**config.mk**
```make
export PLATFORM = sky130hd
export DESIGN_NAME = drt_transceiver
export DESIGN_NICKNAME = d
export VERILOG_FILES = /design/src/include/drt_pkg.sv /design/src/logic/drt_fifo.sv /design/src/logic/drt_transceiver.sv
export SDC_FILE = /design/constraint.sdc
export NUM_CORES = 1
export LEC_CHECK = 0
export BUFFER_PORTS_ARGS = -buffer_cell sky130_fd_sc_hd__clkbuf_2
export CAP_MARGIN = 20
export CORE_UTILIZATION = 40
export DETAILED_ROUTE_END_ITERATION = 16
export GPL_ROUTABILITY_DRIVEN = 0
export PLACE_DENSITY_LB_ADDON = 0.2
export SLEW_MARGIN = 10
export SYNTH_ARGS = -nofsm -noshare
export SYNTH_HDL_FRONTEND = slang
export SYNTH_SLANG_ARGS = --single-unit
```
**constraint.sdc**
```tcl
create_clock -name ref_clk -period 6.9 [get_ports ref_clk]
set_input_delay 0.69 -clock ref_clk [delete_from_list [all_inputs] [get_ports ref_clk]]
set_output_delay 0.69 -clock ref_clk [all_outputs]
set_load 0.01 [all_outputs]
```
**src/include/drt_pkg.sv**
```systemverilog
// shared constants for the dual registered bus transceiver
package drt_pkg;

  // ----------------------------------------------------------------
  // data path
  // ----------------------------------------------------------------
  localparam int unsigned DATA_WIDTH = 8;
  localparam int unsigned LOG_DEPTH  = 8;

  // ----------------------------------------------------------------
  // variant selection
  // ----------------------------------------------------------------
  localparam bit ENABLE_SEPARATE = 1'b0;
  localparam bit ENABLE_SHARED   = 1'b1;
  localparam bit POLARITY_TRUE   = 1'b0;
  localparam bit POLARITY_INVERT = 1'b1;
  localparam bit OUTPUT_TRISTATE = 1'b0;
  localparam bit OUTPUT_OPEN_COL = 1'b1;

  // ----------------------------------------------------------------
  // reset values
  // ----------------------------------------------------------------
  localparam logic RST_EDGE_PREV = 1'b0;
  localparam logic RST_OE        = 1'b0;
  localparam logic RST_DATA_BIT  = 1'b0;

endpackage : drt_pkg

```
**src/logic/drt_fifo.sv**
```systemverilog
// small synchronous fifo with valid/ready on both sides
`timescale 1ns/1ps

module drt_fifo #(
  parameter int unsigned WIDTH = drt_pkg::DATA_WIDTH,
  parameter int unsigned DEPTH = drt_pkg::LOG_DEPTH
) (
  // clock and reset
  input  wire logic             ref_clk,
  input  wire logic             sys_rst,
  // fill side
  input  wire logic [WIDTH-1:0] in_data,
  input  wire logic             in_valid,
  output logic                  in_ready,
  // drain side
  output logic      [WIDTH-1:0] out_data,
  output logic                  out_valid,
  input  wire logic             out_ready
);

  localparam int unsigned PW = (DEPTH > 1) ? $clog2(DEPTH) : 1;
  localparam int unsigned CW = $clog2(DEPTH + 1);
  localparam logic [PW-1:0] LAST = PW'(DEPTH - 1);

  logic [WIDTH-1:0] mem [DEPTH];
  logic [PW-1:0]    wr_ptr;
  logic [PW-1:0]    rd_ptr;
  logic [CW-1:0]    fill;
  logic [PW-1:0]    next_wr_ptr;
  logic [PW-1:0]    next_rd_ptr;
  logic [CW-1:0]    next_fill;
  logic             push;
  logic             pop;

  // ----------------------------------------------------------------
  // pointer and level update
  // ----------------------------------------------------------------
  always_comb
  begin
    in_ready    = (fill != CW'(DEPTH));
    out_valid   = (fill != '0);
    push        = in_valid && in_ready;
    pop         = out_valid && out_ready;
    next_wr_ptr = wr_ptr;
    next_rd_ptr = rd_ptr;
    next_fill   = fill;
    if (push)
    begin
      next_wr_ptr = (wr_ptr == LAST) ? '0 : wr_ptr + PW'(1);
    end
    if (pop)
    begin
      next_rd_ptr = (rd_ptr == LAST) ? '0 : rd_ptr + PW'(1);
    end
    if (push && !pop)
    begin
      next_fill = fill + CW'(1);
    end
    else if (pop && !push)
    begin
      next_fill = fill - CW'(1);
    end
  end

  always_ff @(posedge ref_clk or posedge sys_rst)
  begin
    if (sys_rst)
    begin
      wr_ptr <= '0;
      rd_ptr <= '0;
      fill   <= '0;
    end
    else
    begin
      wr_ptr <= next_wr_ptr;
      rd_ptr <= next_rd_ptr;
      fill   <= next_fill;
    end
  end

  // storage needs no reset; out_data always shows mem[rd_ptr], but out_valid flags it only while the level is above zero
  always_ff @(posedge ref_clk)
  begin
    if (push)
    begin
      mem[wr_ptr] <= in_data;
    end
  end

  assign out_data = mem[rd_ptr];

endmodule : drt_fifo

```
**src/logic/drt_transceiver.sv**
```systemverilog
// dual registered eight-bit bus transceiver between an a port and a b port
// Summary of operation
// RULE1: moves words between a and b ports, one storage register per direction.
// RULE2: a port word can be captured and later driven onto b instead of live.
// RULE3: b port gets the same capture and stored-or-live transfer toward a.
// RULE4: shared variant drives a when enable low and direction low, b when high.
// RULE5: per-direction source select picks live opposite port or stored word.
// RULE6: each register loads from its port on its own capture clock rising edge.
// RULE7: capture happens regardless of enables, direction and select inputs.
// RULE8: separate variant: b driven while enable high, a while its enable low.
// RULE9: tying both separate enables together behaves like a direction input.
// RULE10: inverting or true polarity, three-state or open-collector outputs.
// RULE11: stored word holds until its next capture edge; undefined after power-up.
`timescale 1ns/1ps

module drt_transceiver #(
  parameter int unsigned WIDTH          = drt_pkg::DATA_WIDTH,
  parameter int unsigned LOG_DEPTH      = drt_pkg::LOG_DEPTH,
  parameter bit          SHARED_ENABLE  = drt_pkg::ENABLE_SEPARATE,
  parameter bit          INVERTING      = drt_pkg::POLARITY_TRUE,
  parameter bit          OPEN_COLLECTOR = drt_pkg::OUTPUT_TRISTATE
) (
  // clock and reset
  input  wire logic             ref_clk,
  input  wire logic             sys_rst,
  // a port pins
  input  wire logic [WIDTH-1:0] a_in,
  output logic      [WIDTH-1:0] a_out,
  output logic      [WIDTH-1:0] a_oe,
  // b port pins
  input  wire logic [WIDTH-1:0] b_in,
  output logic      [WIDTH-1:0] b_out,
  output logic      [WIDTH-1:0] b_oe,
  // capture clocks, sampled as ordinary inputs
  input  wire logic             a_side_capture_clock,
  input  wire logic             b_side_capture_clock,
  // source selects
  input  wire logic             a_to_b_source_select,
  input  wire logic             b_to_a_source_select,
  // separate enable variant
  input  wire logic             b_output_drive_enable,
  input  wire logic             a_output_drive_enable_n,
  // shared enable variant
  input  wire logic             shared_enable_n,
  input  wire logic             direction,
  // log of captured a port words
  output logic      [WIDTH-1:0] log_data,
  output logic                  log_valid,
  input  wire logic             log_ready,
  output logic                  log_in_ready
);

  // ----------------------------------------------------------------
  // capture edge detection
  // ----------------------------------------------------------------
  logic             a_cap_prev;
  logic             b_cap_prev;
  logic             next_a_cap_prev;
  logic             next_b_cap_prev;
  logic             a_cap_rise;
  logic             b_cap_rise;

  // capture clocks are sampled: a pulse shorter than one period can be missed
  always_comb
  begin
    next_a_cap_prev = a_side_capture_clock;
    next_b_cap_prev = b_side_capture_clock;
    a_cap_rise      = a_side_capture_clock && !a_cap_prev;   // [RULE6]
    b_cap_rise      = b_side_capture_clock && !b_cap_prev;   // [RULE6]
  end

  always_ff @(posedge ref_clk or posedge sys_rst)
  begin
    if (sys_rst)
    begin
      a_cap_prev <= drt_pkg::RST_EDGE_PREV;
      b_cap_prev <= drt_pkg::RST_EDGE_PREV;
    end
    else
    begin
      a_cap_prev <= next_a_cap_prev;
      b_cap_prev <= next_b_cap_prev;
    end
  end

  // ----------------------------------------------------------------
  // storage registers
  // ----------------------------------------------------------------
  // no reset on purpose: contents are meaningless until first capture
  logic [WIDTH-1:0] ab_store;
  logic [WIDTH-1:0] ba_store;
  logic [WIDTH-1:0] next_ab_store;
  logic [WIDTH-1:0] next_ba_store;

  always_comb
  begin
    next_ab_store = ab_store;                          // [RULE11]
    next_ba_store = ba_store;                          // [RULE11]
    // enables, direction and selects deliberately play no part here
    if (a_cap_rise)
    begin
      next_ab_store = a_in;                            // [RULE2] [RULE6] [RULE7]
    end
    if (b_cap_rise)
    begin
      next_ba_store = b_in;                            // [RULE3] [RULE6] [RULE7]
    end
  end

  always_ff @(posedge ref_clk)
  begin
    ab_store <= next_ab_store;
    ba_store <= next_ba_store;
  end

  // ----------------------------------------------------------------
  // drive decision
  // ----------------------------------------------------------------
  logic             a_drive;
  logic             b_drive;

  always_comb
  begin
    if (SHARED_ENABLE)
    begin
      a_drive = !shared_enable_n && !direction;        // [RULE4]
      b_drive = !shared_enable_n && direction;         // [RULE4]
    end
    else
    begin
      // tied enables give exactly one driving port, high meaning b
      a_drive = !a_output_drive_enable_n;              // [RULE8] [RULE9]
      b_drive = b_output_drive_enable;                 // [RULE8] [RULE9]
    end
  end

  // ----------------------------------------------------------------
  // b port output word and enables
  // ----------------------------------------------------------------
  logic [WIDTH-1:0] b_word;
  logic [WIDTH-1:0] next_b_out;
  logic [WIDTH-1:0] next_b_oe;

  always_comb
  begin
    b_word = a_to_b_source_select ? ab_store : a_in;   // [RULE1] [RULE2] [RULE5]
    if (INVERTING)
    begin
      b_word = ~b_word;                                // [RULE10]
    end
    next_b_out = b_word;
    // open collector only pulls low; a high bit is left to the pull-up
    if (OPEN_COLLECTOR)
    begin
      next_b_oe = b_drive ? ~b_word : '0;              // [RULE10]
    end
    else
    begin
      next_b_oe = {WIDTH{b_drive}};                    // [RULE10]
    end
  end

  always_ff @(posedge ref_clk or posedge sys_rst)
  begin
    if (sys_rst)
    begin
      b_out <= {WIDTH{drt_pkg::RST_DATA_BIT}};
      b_oe  <= {WIDTH{drt_pkg::RST_OE}};
    end
    else
    begin
      b_out <= next_b_out;
      b_oe  <= next_b_oe;
    end
  end

  // ----------------------------------------------------------------
  // a port output word and enables
  // ----------------------------------------------------------------
  logic [WIDTH-1:0] a_word;
  logic [WIDTH-1:0] next_a_out;
  logic [WIDTH-1:0] next_a_oe;

  always_comb
  begin
    a_word = b_to_a_source_select ? ba_store : b_in;   // [RULE1] [RULE3] [RULE5]
    if (INVERTING)
    begin
      a_word = ~a_word;                                // [RULE10]
    end
    next_a_out = a_word;
    // same pull-up reliance as the b port
    if (OPEN_COLLECTOR)
    begin
      next_a_oe = a_drive ? ~a_word : '0;              // [RULE10]
    end
    else
    begin
      next_a_oe = {WIDTH{a_drive}};                    // [RULE10]
    end
  end

  always_ff @(posedge ref_clk or posedge sys_rst)
  begin
    if (sys_rst)
    begin
      a_out <= {WIDTH{drt_pkg::RST_DATA_BIT}};
      a_oe  <= {WIDTH{drt_pkg::RST_OE}};
    end
    else
    begin
      a_out <= next_a_out;
      a_oe  <= next_a_oe;
    end
  end

  // ----------------------------------------------------------------
  // capture log
  // ----------------------------------------------------------------
  // a full log drops the entry but never blocks the register capture
  drt_fifo #(
    .WIDTH (WIDTH),
    .DEPTH (LOG_DEPTH)
  ) u_log (
    .ref_clk   (ref_clk),
    .sys_rst   (sys_rst),
    .in_data   (a_in),
    .in_valid  (a_cap_rise),
    .in_ready  (log_in_ready),
    .out_data  (log_data),
    .out_valid (log_valid),
    .out_ready (log_ready)
  );

endmodule : drt_transceiver

```
==> impl_metrics.tcl, run 1 <==
set metrics [dict create \
    slew_viol_final 0 \
    rsz0062_at_grt "false" \
    yosysSeqAreaShare_pct 71.0 \
    worstPathArrival_ns 2.13 \
    grt_overflow 0 \
    ir_worst_vdd_uv 132 \
    cp.required_ns 6.21 \
    grt_usage_pct 14.2 \
    postLayoutCellArea_um2 5060 \
    final-setup-viol-count 0 \
    stdcell_count 432 \
    crit_fanout 14 \
    start_util_pct 41.0 \
    clk_latency_ns 0.37 \
    clockRootBuffer "clkbuf_8" \
    routedWlPerCell_um 17.2 \
    die-area_um2 11500 \
    hpwl_mm 4.86 \
    end_kind "output port" \
    r2r-end "u_log.fill[3]" \
    drt-total-wl_mm 7.45 \
    cts_setup_buffers 0 \
    yosysTopAreaCellShare_pct 54.1 \
    ios 69 \
    core_area_um2 10800 \
    synth_cell_types 36 \
    cts_inserted_buffers 9 \
    drtPass1Iterations 4 \
    synth_nets 262 \
    die_w_um 107 \
    synth_cells 227 \
    worstSetupPathType "reg -> out" \
    die_y_um 107 \
    nets 322 \
    syn_avg_cell_area_um2 19.6 \
    grt_max_degree 31 \
    status "finished clean" \
    antenna_cells 0 \
    placed_cell_area_um2 4830 \
    min_period_ns 2.82 \
    reg2reg_from "u_log.fill[0]" \
    cts_hold_buf 0 \
    min-delay-path-class "in -> async" \
    antenna_found_initial 0 \
    worst_slew_pin_slew_ns 0.876 \
    cap_violations 0 \
    finish.utilization_pct 46.7 \
    slew_headroom_pct 41.4 \
    synth_area_leaders "edfxtp_1, dfrtp_1, mux2_2" \
    ys_ff_latch 110 \
    p_per_area_nw_per_um2 348 \
    ctsHtreeMaxLevel 3 \
    viasPerCell 4.90 \
    portBuffers 66 \
    ctsResizeCount 0 \
    synth-async-reset-ratio_pct 27.3 \
    yosys_warnings 0 \
    n_fill_cell 961 \
    fin_tns_setup_ns 0 \
    reg2reg_setup_slack_ns 4.10 \
    grt_pass1_vias 2143 \
    syn_to_final_growth_pct 14.1 \
    drc_errors 0 \
    maxClockFrequency_ghz 0.355 \
    cts.clk_slew.worst_paths_ns 0.11 \
    power.leakage_nw 1.94 \
    grt_pass1_wl_mm 11.7 \
    drt_iter0_drc 95 \
    totalPowerFinal_w 0.00176 \
    hold_violations 0 \
    skew_ns 0.0169 \
    synth_top_cell_by_area "edfxtp_1" \
    yosysMostFrequentCell "edfxtp_1" \
    synth_edf_count 80 \
    rows 38 \
    clockBufferDepth 2 \
    cts.sinks 110 \
    synth_area_um2 4440 \
    vias 2117 \
    ys_dominant_reg_cell "edfxtp_1" \
    synthTopCellsByCount "edfxtp_1, dfrtp_1, mux2_2" \
    final_antenna_net_count 0 \
    tritoncts "built" \
    dp.cells 415 \
    critPathLaunchType "flip-flop" \
    reg2reg_depth 9 \
    drive_above_1_share_pct 45.5 \
    fin_crit_sh_pct 40.8 \
]
-- per-stage QoR --
step | setup slack (ns) | hold WS (ns)
final | 4.08 | 0.361
after global routing | 3.96 | 0.387
after CTS | 3.62 | 0.376
after detailed placement | 4.00 | 0.466
after global placement | 4.03 | 0.461
after floorplan | 3.96 | 0.454
-- where the power goes --
group,switching (W),internal (W)
Combinational,0.000196,0.000285
Sequential,0.0000933,0.000782
Clock,0.000229,0.000176
-- final cells by class --
cell class,instances,area (um^2),share of cell area (%)
inverter,4,15.0,0.296
timing repair buffer,71,388,7.66
sequential,110,3150,62.3
clock inverter,7,83.8,1.66
clock buffer,9,124,2.45
tap,140,175,3.46
multi-input combinational,91,1130,22.2
-- worst max-delay path, stage by stage (launching register included) --
cell and delay, ns:
dfrtp_1 0.56, buf_16 0.21, mux4_1 0.58, mux2_4 0.28, clkbuf_2 0.12
-- placed cells by master (no fill, tap or decap) --
cell type | Yosys | routed
inv_8 | 0 | 1
nor4_1 | 1 | 1
inv_6 | 0 | 4
or4_4 | 1 | 1
a211o_1 | 1 | 1
fa_1 | 1 | 1
nor3_1 | 4 | 1
ha_1 | 7 | 7
clkbuf_2 | 0 | 66
mux2_4 | 8 | 8
a21oi_1 | 1 | 1
bufinv_16 | 0 | 1
nand2_4 | 1 | 1
or4b_4 | 1 | 1
mux2i_1 | 1 | 1
o21ai_0 | 1 | 1
buf_16 | 0 | 1
nor2_1 | 5 | 5
mux2_2 | 23 | 23
clkbuf_8 | 0 | 9
inv_1 | 4 | 4
nand3b_1 | 2 | 2
clkinvlp_4 | 0 | 1
nand3_1 | 2 | 2
xnor2_1 | 2 | 2
nor3_2 | 0 | 3
or3_1 | 3 | 3
nand2_2 | 1 | 1
buf_4 | 14 | 4
dfrtp_1 | 30 | 30
o221ai_1 | 1 | 1
nor2b_1 | 2 | 2
or4_1 | 1 | 1
mux4_1 | 8 | 8
a21o_1 | 1 | 1
nand2b_1 | 2 | 2
nand2_1 | 2 | 2
mux4_2 | 8 | 8
edfxtp_1 | 80 | 80
-- worst max path at each step --
stage	startpoint	endpoint	slack, ns
floorplan	a_side_capture_clock	u_log.fill[3]	3.96
global route	u_log.rd_ptr[0]	log_data[2]	3.96
detailed placement	a_side_capture_clock	u_log.fill[3]	4.00
CTS	u_log.rd_ptr[0]	log_data[3]	3.62
global placement	u_log.rd_ptr[0]	log_data[3]	4.03
finish	u_log.rd_ptr[0]	log_data[2]	4.08
-- sequential cells by signal, indices dropped and copies added, names as in the netlist --
register and flops:
a_cap_prev 1, b_cap_prev 1, u_log.mem 64, b_oe 1, u_log.fill 4, ba_store 8
b_out 8, a_oe 1, a_out 8, u_log.wr_ptr 3, ab_store 8, u_log.rd_ptr 3
-- kinds of logic (layout without fill, tap and decap cells) --
| family | after synthesis | after routing | share of synthesized area, % |
|---|---|---|---|
| simple gates | 28 | 28 | 3.86 |
| flops | 110 | 110 | 71.0 |
| mux | 48 | 48 | 17.6 |
| compound gates | 5 | 5 | 0.789 |
| xor+xnor | 2 | 2 | 0.395 |
| buf+inv | 26 | 91 | 3.95 |
| fa+ha+maj | 8 | 8 | 2.42 |
-- metal layers --
metal	GRT usage [%]	vias up	wire length, um
met1	18.3	1068	3310
met3	4.96	5	393
li1	-	991	-
met5	0	-	0
met4	4.40	0	60
met2	22.4	53	3680
Power figures use the tool's default switching activity.
==> run 2: changes to the inputs <==
- clock period: 6.9 -> 2.3 ns (I/O delays scaled with it)
==> run 2 against run 1 <==
  * Die area is the same
  * Sequential share of layout area shrank 2.0 points
  * Clock power grew to 2.8 times the previous value
  * Wire length grew 1.3%
  * Worst hold slack lost 0.31 ns
  * Critical endpoint is now u_log.fill[3]
  * Largest cell class unchanged
==> impl_metrics.tcl, run 2 (same netlist as run 1, synthesis figures left out) <==
set metrics [dict create \
    r2r-end "u_log.fill[3]" \
    p_clk_share_pct 21.3 \
    routedWlPerCell_um 16.7 \
    grt_pass1_wl_mm 12.0 \
    worstSetupPathType "reg -> reg" \
    die-area_um2 11500 \
    power.leakage_nw 2.03 \
    drc_errors 0 \
    tritoncts "built" \
    vias 2233 \
    fin_tns_setup_ns 0 \
    grt_max_degree 31 \
    fin_crit_sh_pct 99.3 \
    cts_inserted_buffers 9 \
    placed_cell_area_um2 4960 \
    min_period_ns 2.28 \
    skew_ns 0.0119 \
    min-delay-path-class "in -> reg" \
    final_cell_mix "edfxtp_1, clkbuf_2, dfrtp_1" \
    p_per_area_nw_per_um2 1020 \
    grt_overflow 0 \
    holdPathEnd "ba_store[7]" \
    clockRootBuffer "clkbuf_8" \
    rsz0062_at_grt "true" \
    clk_latency_ns 0.36 \
    drtPass1Iterations 4 \
    critPathLaunchType "flip-flop" \
    core_area_um2 10800 \
    slew_viol_final 0 \
    regMostFlops "u_log.mem" \
    crit_fanout 4 \
    rows 38 \
    hpwl_mm 5.07 \
    die_y_um 107 \
    status "finished clean" \
    maxClockFrequency_ghz 0.438 \
    holdPathStages 1 \
    hold_violations 0 \
    grt_usage_pct 14.5 \
    start_util_pct 41.0 \
    cts.sinks 110 \
    ctsHtreeMaxLevel 3 \
    final-setup-viol-count 0 \
    layout_commonest_cell "edfxtp_1" \
    combPwrFrac_pct 30.3 \
    internal-power_w 0.00373 \
    antenna_cells 0 \
    cts.clk_slew.worst_paths_ns 0.11 \
    worst_slew_pin_slew_ns 0.868 \
    seq_power_share_pct 48.4 \
    die_w_um 107 \
    cp.required_ns 2.55 \
    end_kind "flip-flop" \
    antenna_found_initial 0 \
    reg2reg_depth 9 \
    clockBufferDepth 2 \
    cap_violations 0 \
    reg2reg_setup_slack_ns 0.02 \
    hp-start "b_in[7]" \
    final_antenna_net_count 0 \
    switchingPower_w 0.00160 \
    nets 342 \
    worstPathArrival_ns 2.53 \
    grt_pass1_vias 2284 \
    slew_headroom_pct 41.9 \
    reg2reg_from "u_log.fill[1]" \
    postLayoutCellArea_um2 5230 \
    ir_worst_vdd_uv 347 \
    syn_to_final_growth_pct 17.9 \
    ios 69 \
    drive_above_1_share_pct 48.1 \
    n_fill_cell 957 \
    drt_iter0_drc 78 \
    switching_share_pct 30.0 \
    largest_reg_flops 64 \
    portBuffers 66 \
    drt-total-wl_mm 7.55 \
    viasPerCell 4.94 \
]
-- run 2: cell count changes in the layout (fill, tap and decap cells not counted), sizes merged --
cell	before	now
clkinvlp	1	0
bufinv	1	0
buf	5	20
clkinv	0	2
dlygate4sd3	0	5
-- run 2: through the flow --
step	hold slack (ns)	std cells	power, W	utilization, %	worst slack, ns
2_1_floorplan	0.261	227	0.00376	-	-0.0423
3_3_place_gp	0.318	429	0.00420	45.8	0.0360
3_5_place_dp	0.327	429	0.00425	45.8	0.00915
4_1_cts	0.0311	451	0.00540	48.1	0.0109
5_1_grt	0.0318	452	0.00562	48.3	-0.0624
6_report	0.0470	452	0.00533	48.3	0.0170
-- run 2: what timing repair did --
action                                 in CTS  in global routing
pin swaps                                   0                  3
hold buffers                                5                  0
gates resized for setup                     1                  2
endpoints found under the hold margin      34                  0
setup endpoints to repair                   9                  6
setup buffers                               1                  1
-- run 2: worst max path at each step --
stage / start / to / slack [ns] / cells after the start
floorplan: u_log.fill[2] / u_log.fill[3] / -0.04 / 8
global placement: u_log.fill[0] / u_log.fill[3] / 0.04 / 8
detailed placement: u_log.fill[0] / u_log.fill[3] / 0.009 / 8
CTS: u_log.fill[0] / u_log.fill[3] / 0.01 / 8
global route: u_log.fill[1] / u_log.fill[3] / -0.06 / 9
finish: u_log.fill[1] / u_log.fill[3] / 0.02 / 9
-- run 2: metal layers --
layer,share of wire [%],vias to the layer above,routed length [um],track usage [%]
met2,50,70,3770,24.2
met4,1.2,0,94,5.87
met5,0,-,0,0
met1,43,1122,3260,18.2
met3,5.6,8,421,3.21
li1,-,1033,-,-
-- run 2: worst max-delay path, cell delays in order, from the launching register on --
cell      delay [ns]
dfrtp_1         0.41
or4b_4          0.57
nand2_4         0.10
inv_2           0.04
ha_4            0.17
inv_4           0.08
ha_4            0.20
or4_1           0.39
nand3_1         0.10
o221ai_1        0.11
-- run 2: area by class of cell --
cell class                 instances  area, um^2  share of cell area [%]
multi-input combinational         91        1150                    21.9
clock inverter                     7        73.8                    1.41
inverter                           4        17.5                   0.335
clock buffer                       9         124                    2.37
tap                              140         175                    3.35
sequential                       110        3150                    60.3
timing repair buffer              91         543                    10.4
-- run 2: power groups by stage --
stage                     clock network (W)  registers, W  logic (W)
after floorplan                           0       0.00252    0.00125
after detailed placement                  0       0.00263    0.00162
after global routing                0.00125       0.00262    0.00176
after global placement                    0       0.00262    0.00158
after CTS                           0.00117       0.00259    0.00164
final                               0.00113       0.00258    0.00161
